### src/rtl/dac_link_pkg.sv
// Shared constants and types of the serial converter write link.
// Assumes one 250 MHz system clock on both ends of the link.
package dac_link_pkg;

    // Frame layout
    localparam int FRAME_W      = 24;
    localparam int DATA_W       = 16;
    localparam int MODE_W       = 2;
    localparam int FRAME_BIT_TOP      = 23;
    localparam int MODE_BIT_HI  = 17;
    localparam int MODE_BIT_LO  = 16;
    localparam int CNT_W        = 5;
    localparam int SWRST_TOP_W  = 8;

    // Reset values and special frames
    localparam logic [15:0] MIDSCALE_CODE = 16'h8000;
    localparam logic [23:0] SWRST_FRAME   = 24'hFFFFFF;
    localparam logic [7:0]  SWRST_TOP     = 8'hFF;

    typedef enum logic [1:0] {
        MODE_NORMAL  = 2'h0,
        MODE_HIZ     = 2'h1,
        MODE_PD_100K = 2'h2,
        MODE_PD_1K   = 2'h3
    } pwr_mode_t;

    // Timing
    localparam int CLK_MHZ          = 250;
    localparam int CLK_PERIOD_NS    = 4;
    localparam int SCLK_MAX_MHZ     = 30;
    localparam int SYNC_HIGH_MIN_NS = 12;
    localparam int SYNC_HIGH_CYC    =
        (SYNC_HIGH_MIN_NS + CLK_PERIOD_NS - 1) / CLK_PERIOD_NS;
    localparam int SCLK_HALF_CYC    =
        (CLK_MHZ + 2 * SCLK_MAX_MHZ - 1) / (2 * SCLK_MAX_MHZ);

    // Controller registers on APB
    localparam int          ADDR_W      = 8;
    localparam logic [7:0]  REG_FRAME   = 8'h00;
    localparam logic [7:0]  REG_WORD    = 8'h04;
    localparam logic [7:0]  REG_CTRL    = 8'h08;
    localparam logic [7:0]  REG_STATUS  = 8'h0C;
    localparam int          CTRL_LEN_LSB  = 0;
    localparam int          CTRL_IDLE_BIT = 8;
    localparam logic [4:0]  CTRL_LEN_RST  = 5'h18;
    localparam logic        CTRL_IDLE_RST = 1'h0;
    localparam int          STAT_BUSY   = 0;
    localparam int          STAT_FULL   = 1;
    localparam int          STAT_EMPTY  = 2;
    localparam int          STAT_SYNC   = 3;

endpackage : dac_link_pkg

### src/rtl/dac_link_if.sv
// Three-wire write link between the controller and the converter port.
// Assumes both ends and the bench share only these wires, the system clock and the reset.
interface dac_link_if;
    logic sync_n;
    logic sclk;
    logic din;

    modport dev (
        input sync_n,
        input sclk,
        input din
    );

    modport ctl (
        output sync_n,
        output sclk,
        output din
    );
endinterface : dac_link_if

### src/rtl/dac_serial_host.sv
// Link controller: APB registers, a small frame buffer and the serialiser.
// Assumes an APB master on sys_clk_in; the link clock is made here.
module dac_serial_host #(
    parameter int DEPTH    = 2,
    parameter int HALF_CYC = dac_link_pkg::SCLK_HALF_CYC
) (
    // Clock and reset
    input  wire logic        sys_clk_in,
    input  wire logic        sys_rst_in,
    // APB slave
    input  wire logic        psel_in,
    input  wire logic        penable_in,
    input  wire logic        pwrite_in,
    input  wire logic [7:0]  paddr_in,
    input  wire logic [31:0] pwdata_in,
    output logic [31:0]      prdata_out,
    output logic             pready_out,
    output logic             pslverr_out,
    // Link
    dac_link_if.ctl          link
);

    localparam int PW = $clog2(DEPTH);

    if (DEPTH < 2 || (1 << PW) != DEPTH) begin : g_bad_depth
        $error("DEPTH must be a power of two of at least 2");
    end
    if (HALF_CYC < dac_link_pkg::SCLK_HALF_CYC || HALF_CYC > 255) begin : g_bad_half
        $error("HALF_CYC outside the serial clock limit");
    end

    typedef enum logic [4:0] {
        H_IDLE  = 5'h01,
        H_GAP   = 5'h02,
        H_SETUP = 5'h04,
        H_HIGH  = 5'h08,
        H_LOW   = 5'h10
    } host_st_t;

    typedef struct packed {
        host_st_t                st;
        logic [7:0]              div;
        logic [7:0]              gap;
        logic [23:0]             shreg;
        logic [4:0]              bits;
        logic                    full_len;
        logic                    sync_n;
        logic                    sclk;
        logic                    din;
        logic [4:0]              ctrl_len;
        logic                    idle_low;
        logic [DEPTH-1:0][23:0]  mem;
        logic [PW:0]             wr;
        logic [PW:0]             rd;
        logic [31:0]             prdata;
    } host_state_t;

    localparam logic [7:0]  HALF_LAST = 8'(HALF_CYC - 1);
    localparam logic [7:0]  GAP_LAST  = 8'(dac_link_pkg::SYNC_HIGH_CYC - 1);
    localparam logic [PW:0] PTR_ONE   = (PW+1)'(1);
    localparam logic [PW:0] PTR_FULL  = (PW+1)'(DEPTH);

    host_state_t state;
    host_state_t next_state;

    logic        fifo_full;
    logic        fifo_empty;
    logic        tick;
    logic        acc;
    logic        push_sel;
    logic        mapped;
    logic [23:0] wr_word;

    // Lengths of 0 or above 24 mean a whole frame
    function automatic logic [4:0] eff_len(input logic [4:0] len);
        return (len == 5'h00 || len > 5'h18) ? 5'h18 : len;
    endfunction : eff_len

    always_comb begin
        next_state = state;
        fifo_full = (state.wr - state.rd) == PTR_FULL;
        fifo_empty = state.wr == state.rd;
        tick = state.div == HALF_LAST;
        acc = psel_in & penable_in;
        push_sel = paddr_in == dac_link_pkg::REG_FRAME || paddr_in == dac_link_pkg::REG_WORD;
        mapped = push_sel || paddr_in == dac_link_pkg::REG_CTRL
                 || paddr_in == dac_link_pkg::REG_STATUS;
        // Word writes force the top bits to zero for normal updates
        wr_word = (paddr_in == dac_link_pkg::REG_WORD)
                  ? {6'h00, pwdata_in[17:0]} : pwdata_in[23:0];

        // A full buffer stalls the APB write rather than dropping it
        pready_out = ~(pwrite_in & push_sel & fifo_full);
        pslverr_out = acc & ~mapped;
        prdata_out = state.prdata;

        if (psel_in && !penable_in) begin
            unique case (paddr_in)
                dac_link_pkg::REG_CTRL: begin
                    next_state.prdata = 32'(state.ctrl_len)
                        | (32'(state.idle_low) << dac_link_pkg::CTRL_IDLE_BIT);
                end
                dac_link_pkg::REG_STATUS: begin
                    next_state.prdata = 32'h00000000;
                    next_state.prdata[dac_link_pkg::STAT_BUSY] = state.st != H_IDLE;
                    next_state.prdata[dac_link_pkg::STAT_FULL] = fifo_full;
                    next_state.prdata[dac_link_pkg::STAT_EMPTY] = fifo_empty;
                    next_state.prdata[dac_link_pkg::STAT_SYNC] = state.sync_n;
                end
                default: begin
                    next_state.prdata = 32'h00000000;
                end
            endcase
        end
        if (acc && pwrite_in && pready_out && push_sel) begin
            next_state.mem[state.wr[PW-1:0]] = wr_word;
            next_state.wr = state.wr + PTR_ONE;
        end
        if (acc && pwrite_in && paddr_in == dac_link_pkg::REG_CTRL) begin
            next_state.ctrl_len = pwdata_in[4:0];
            next_state.idle_low = pwdata_in[dac_link_pkg::CTRL_IDLE_BIT];
        end

        next_state.div = tick ? 8'h00 : state.div + 8'h01;
        unique case (state.st)
            H_IDLE: begin
                next_state.div = 8'h00;
                if (!fifo_empty) begin
                    next_state.shreg = state.mem[state.rd[PW-1:0]];
                    next_state.bits = eff_len(state.ctrl_len);
                    next_state.full_len = eff_len(state.ctrl_len) == 5'h18;
                    next_state.rd = state.rd + PTR_ONE;
                    next_state.sync_n = 1'h1;
                    next_state.gap = 8'h00;
                    next_state.st = H_GAP;
                end
            end
            H_GAP: begin
                next_state.div = 8'h00;
                next_state.gap = state.gap + 8'h01;
                if (state.gap == GAP_LAST) begin
                    next_state.sync_n = 1'h0;
                    next_state.st = H_SETUP;
                end
            end
            H_SETUP, H_LOW: begin
                if (tick) begin
                    if (state.st == H_LOW && state.bits == 5'h00) begin
                        // Whole frames may leave select low to save current
                        next_state.sync_n = ~(state.idle_low & state.full_len);
                        next_state.st = H_IDLE;
                    end else begin
                        next_state.sclk = 1'h1;
                        next_state.din = state.shreg[23];
                        next_state.shreg = {state.shreg[22:0], 1'h0};
                        next_state.bits = state.bits - 5'h01;
                        next_state.st = H_HIGH;
                    end
                end
            end
            H_HIGH: begin
                if (tick) begin
                    next_state.sclk = 1'h0;
                    next_state.st = H_LOW;
                end
            end
        endcase
    end

    always_ff @(posedge sys_clk_in) begin
        if (sys_rst_in) begin
            state.st <= H_IDLE;
            state.div <= 8'h00;
            state.gap <= 8'h00;
            state.shreg <= 24'h000000;
            state.bits <= 5'h00;
            state.full_len <= 1'h0;
            state.sync_n <= 1'h1;
            state.sclk <= 1'h0;
            state.din <= 1'h0;
            state.ctrl_len <= dac_link_pkg::CTRL_LEN_RST;
            state.idle_low <= dac_link_pkg::CTRL_IDLE_RST;
            state.mem <= '0;
            state.wr <= '0;
            state.rd <= '0;
            state.prdata <= 32'h00000000;
        end else begin
            state <= next_state;
        end
    end

    // Select stays low through the whole frame, never split per byte
    assign link.sync_n = state.sync_n;
    assign link.sclk = state.sclk;
    assign link.din = state.din;

endmodule : dac_serial_host

### src/flat_wrapper.sv
// flat-port wrapper written by rule: the top's interface ports become plain ports
module dac_serial_host_flat 
#(
    parameter int DEPTH    = 2,
    parameter int HALF_CYC = dac_link_pkg::SCLK_HALF_CYC
)
  (sys_clk_in, sys_rst_in, psel_in, penable_in, pwrite_in, paddr_in, pwdata_in, prdata_out, pready_out, pslverr_out, link_sync_n, link_sclk, link_din);
  dac_link_if link_i ();
  input  wire logic sys_clk_in;
  input  wire logic sys_rst_in;
  input  wire logic psel_in;
  input  wire logic penable_in;
  input  wire logic pwrite_in;
  input  wire logic [7:0] paddr_in;
  input  wire logic [31:0] pwdata_in;
  output logic [31:0] prdata_out;
  output logic pready_out;
  output logic pslverr_out;
  output wire logic [$bits(link_i.sync_n)-1:0] link_sync_n;
  output wire logic [$bits(link_i.sclk)-1:0] link_sclk;
  output wire logic [$bits(link_i.din)-1:0] link_din;
  assign link_sync_n = link_i.sync_n;
  assign link_sclk = link_i.sclk;
  assign link_din = link_i.din;
  dac_serial_host #(.DEPTH(DEPTH), .HALF_CYC(HALF_CYC)) u_core (.sys_clk_in(sys_clk_in), .sys_rst_in(sys_rst_in), .psel_in(psel_in), .penable_in(penable_in), .pwrite_in(pwrite_in), .paddr_in(paddr_in), .pwdata_in(pwdata_in), .prdata_out(prdata_out), .pready_out(pready_out), .pslverr_out(pslverr_out), .link(link_i));
endmodule
### config.mk
export PLATFORM = sky130hd
export DESIGN_NAME = dac_serial_host_flat
export DESIGN_NICKNAME = d
export VERILOG_FILES = /design/src/rtl/dac_link_pkg.sv /design/src/rtl/dac_link_if.sv /design/src/rtl/dac_serial_host.sv /design/src/flat_wrapper.sv
export SDC_FILE = /design/constraint.sdc
export NUM_CORES = 1
export LEC_CHECK = 0
export BUFFER_PORTS_ARGS = -buffer_cell sky130_fd_sc_hd__buf_2
export CELL_PAD_IN_SITES_DETAIL_PLACEMENT = 0
export CELL_PAD_IN_SITES_GLOBAL_PLACEMENT = 1
export CORE_MARGIN = 3
export CORE_UTILIZATION = 32
export CTS_CLUSTER_SIZE = 10
export DETAILED_ROUTE_END_ITERATION = 10
export PLACE_DENSITY_LB_ADDON = 0.08
export SLEW_MARGIN = 20
export SYNTH_ARGS = -nofsm -noshare
export SYNTH_HDL_FRONTEND = slang
export SYNTH_SLANG_ARGS = --single-unit
export TNS_END_PERCENT = 10
### constraint.sdc
create_clock -name sys_clk_in -period 3.45 [get_ports sys_clk_in]
set_input_delay 0.345 -clock sys_clk_in [delete_from_list [all_inputs] [get_ports sys_clk_in]]
set_output_delay 0.345 -clock sys_clk_in [all_outputs]
set_load 0.05 [all_outputs]
==> flow_summary_export.csv <==
group,metric,value,unit
clocking,clock-root-buffer,"clkbuf_16",
clocking,clockBufferDepth,2,
hold_path,hold_class,"in2reg",
worst_setup_path,crit_path_max_fanout,28,
clocking,cts-resized-gates,0,
sta,setup_viol_count_final,0,
global_routing,grt_pass1_vias,4554,
power_and_ir_drop,power,0.005101,W
final_layout,syn_to_final_growth,15.37,%
job,max_cap_viol_count,0,
worst_setup_path,reg2regPathDepth,6,
global_routing,grt_first_pass_wirelength,23.37,mm
final_layout,fin_nets,724,
clocking,clk_pin_slew,60,ps
clocking,hold_buffers,0,
worst_setup_path,cp-startpoint,"u_core.state[143]$_SDFFE_PP0P_",
worst_setup_path,critPathArrivalTime,2820,ps
logic_synthesis,ys_types,54,
floorplanning,start_util,32.90,%
power_and_ir_drop,switchingPower,0.001759,W
logic_synthesis,syn_area,0.005729,sq mm
global_routing,grt_overflow_total,0,
global_routing,groute.usage.overall,14.73,%
worst_setup_path,worstPathRequired,3770,ps
drt,wl_per_cell,15.39,um
floorplanning,die_h,139.8,um
drt,drt_first_iter_violations,209,
outcome,outcome,"finished, final reports clean",
sta,finClkSkew,12.19,ps
floorplanning,die_w,139.8,um
floorplanning,die-area,0.01955,sq mm
power_and_ir_drop,p_comb_share,28.9,%
logic_synthesis,async_flop_share,0,%
drt,via_per_inst,4.957,
power_and_ir_drop,p_seq_share,34.4,%
placed_design,dp_hpwl,9.103,mm
worst_setup_path,reg2reg_from,"u_core.state[143]$_SDFFE_PP0P_",
sta,rsz0062_at_grt,"no",
logic_synthesis,synth_edf_count,0,
logic_synthesis,syn_inst,646,
drt,vias,4516,
drt,postRouteAntennaNets,0,
hold_path,hold_depth,3,
power_and_ir_drop,power_per_cell_area,771.7,mW/mm^2
logic_synthesis,synth.avg_cell_area,8.869,sq um
power_and_ir_drop,p_clk_share,36.8,%
sta,worst_pin_slew,884.6,ps
clocking,cts_tree,"yes",
clocking,clkSinkCount,118,
final_layout,fill_cells,1832,
worst_setup_path,r2r_end,"u_core.state[96]$_SDFFE_PP0P_",
logic_synthesis,yosysWarnings,0,
logic_synthesis,synth-seq-cells,118,
placed_design,finalWeightedCongestion,0.7476,
clocking,cts_setup_buffers,0,
logic_synthesis,synth_seq_area_share,41.23,%
sta,period_minus_slack,2505,ps
sta,hold_viol,0,
drt,drt_wl_total,14.02,mm
sta,slew_violations,0,
logic_synthesis,ys.flop_type,"dfxtp_1",
worst_setup_path,cp-start-kind,"flop",
power_and_ir_drop,p_sw_share,34.48,%
sta,finalSetupTns,0,ps
final_layout,layout-drive-gt1-share,16.33,%
global_routing,antenna_found_initial,0,
final_layout,diodes,0,
power_and_ir_drop,p_leak,2.530,nW
floorplanning,core_area,0.01742,sq mm
clocking,cts_made_buffers,17,
worst_setup_path,worst-setup-path-type,"reg2reg",
power_and_ir_drop,max-vdd-ir-drop,0.0004611,V
drt,drtPass1Iterations,4,
drt,drc,0,
sta,finalCritPeriodShare,72.60,%
floorplanning,rows,48,
clocking,clk_latency,420,ps
placed_design,portBuffers,47,
sta,slew_headroom,40.97,%
floorplanning,io_pins,82,
worst_setup_path,reg2reg_slack,950,ps
clocking,h-tree-depth,4,
sta,fmax,399.3,MHz
power_and_ir_drop,intPower,0.003342,W
global_routing,grt_max_degree,43,
worst_setup_path,crit_end,"u_core.state[96]$_SDFFE_PP0P_",
worst_setup_path,cp-end-kind,"flop",
## per-layer routing
layer  vias up  global-route usage (%)  share of wire [%]
met5         -                       0                  0
met4         0                   4.131               0.97
met3        10                   3.574                3.7
met2        71                   24.66                 49
met1      2187                   18.94                 46
li1       2248                       -                  -
## area by class of cell
| type | instances | area [sq um] | area share, % |
|---|---|---|---|
| Clock buffer | 22 | 494.2 | 7.477 |
| Timing Repair Buffer | 58 | 320.3 | 4.846 |
| Multi-Input combinational cell | 462 | 2949 | 44.61 |
| Tap cell | 225 | 281.5 | 4.259 |
| Sequential cell | 118 | 2362 | 35.74 |
| Inverter | 16 | 60.06 | 0.9086 |
| Clock inverter | 10 | 142.6 | 2.158 |
## cells in the final DEF, fill, tap and decap left out, types with 5 or more instances in the layout
cell type / n
a211oi_1: 28
a21oi_1: 65
a22oi_1: 6
and3_1: 5
buf_2: 46
buf_4: 12
clkbuf_16: 17
clkbuf_8: 5
conb_1: 26
dfxtp_1: 118
ha_1: 6
inv_1: 16
mux2i_1: 67
nand2_1: 18
nand2b_1: 7
nand3_1: 15
nand3b_1: 7
nor2_1: 109
o21ai_0: 17
or3b_2: 6
or4_1: 5
xnor2_1: 11
xor2_1: 10
## flip-flops by register name (all words and copies together) (netlist names)
register,count
u_core.state,109
u_core.prdata_out,6
u_core.link.din,1
u_core.link.sclk,1
u_core.link.sync_n,1
## Yosys cell counts (2+ instances only)
library cell / instances / area (sq um)
a21oi_1: 65 / 325.3
nand4_1: 4 / 25.02
nor4_1: 2 / 12.51
nor3_1: 4 / 20.02
inv_1: 16 / 60.06
nand3b_1: 7 / 52.55
or3b_2: 6 / 52.55
ha_1: 6 / 75.07
nand2_1: 18 / 67.56
a211o_1: 4 / 35.03
a31oi_1: 4 / 25.02
and3_1: 5 / 31.28
nor2b_1: 3 / 18.77
a311oi_1: 2 / 17.52
buf_6: 4 / 45.04
nand2b_1: 7 / 43.79
buf_4: 39 / 292.8
or3_1: 2 / 12.51
a221oi_1: 2 / 17.52
mux2_2: 2 / 22.52
o22ai_1: 2 / 12.51
a211oi_1: 28 / 210.2
xnor2_1: 11 / 96.34
clkbuf_1: 23 / 86.33
mux2i_1: 67 / 670.6
a2111oi_0: 2 / 17.52
or4_1: 5 / 37.54
a22oi_1: 6 / 45.04
nor3b_1: 2 / 15.01
xor2_1: 10 / 87.58
dfxtp_1: 118 / 2362
o21ai_0: 17 / 85.08
nor2_1: 110 / 412.9
buf_2: 9 / 45.04
nand3_1: 15 / 75.07
## worst min-delay path by stage
| stage | start | endpoint | slack [ps] |
|---|---|---|---|
| after detailed placement | u_core.link.sclk$_SDFFE_PP0P_ | u_core.link.sclk$_SDFFE_PP0P_ | 460 |
| after CTS | pwdata_in[7] | u_core.state[67]$_SDFFE_PP0P_ | 160 |
| after global routing | pwdata_in[14] | u_core.state[50]$_SDFFE_PP0P_ | 180 |
| after global placement | u_core.link.sclk$_SDFFE_PP0P_ | u_core.link.sclk$_SDFFE_PP0P_ | 460 |
| final | pwdata_in[14] | u_core.state[74]$_SDFFE_PP0P_ | 180 |
| after floorplan | u_core.state[131]$_SDFF_PP0_ | u_core.state[131]$_SDFF_PP0_ | 450 |
## logic make-up after synthesis
| group | after synthesis | synth area share [%] |
|---|---|---|
| AND/OR/NAND/NOR | 202 | 17.41 |
| adder cells (fa/ha/maj) | 6 | 1.310 |
| other | 1 | 0.06545 |
| flip-flops | 118 | 41.23 |
| buffers and inverters | 91 | 9.238 |
| multiplexers | 70 | 12.36 |
| XOR/XNOR | 21 | 3.210 |
| AO/OA/AOI/OAI | 137 | 15.18 |
## worst max-delay path, cell delays in order (launching register included)
cell	delay, ps
dfxtp_1	530
xnor2_1	250
or2_0	580
a2bb2oi_2	310
buf_4	380
a21oi_1	110
a311oi_1	240
## power by group through the flow
stage               clock network, W  logic [W]  registers (W)
finish                       0.00187    0.00147        0.00175
global route                 0.00198    0.00165        0.00178
floorplan                          0    0.00126        0.00171
global placement                   0    0.00147        0.00177
detailed placement                 0    0.00147        0.00177
CTS                          0.00193    0.00148        0.00175
## per-stage QoR
stage               util (%)  instances  hold WS [ps]  cell area, sq um  setup slack (ps)
floorplan                  -        671         449.2              5823              1344
global placement       34.30        879         457.7              5973              1013
detailed placement     34.30        879         464.7              5973             991.3
CTS                    37.95        911         158.3              6610              1013
global route           37.95        911         184.0              6610             732.8
finish                 37.95        911         180.0              6610             945.4
Power figures use the tool's default switching activity.
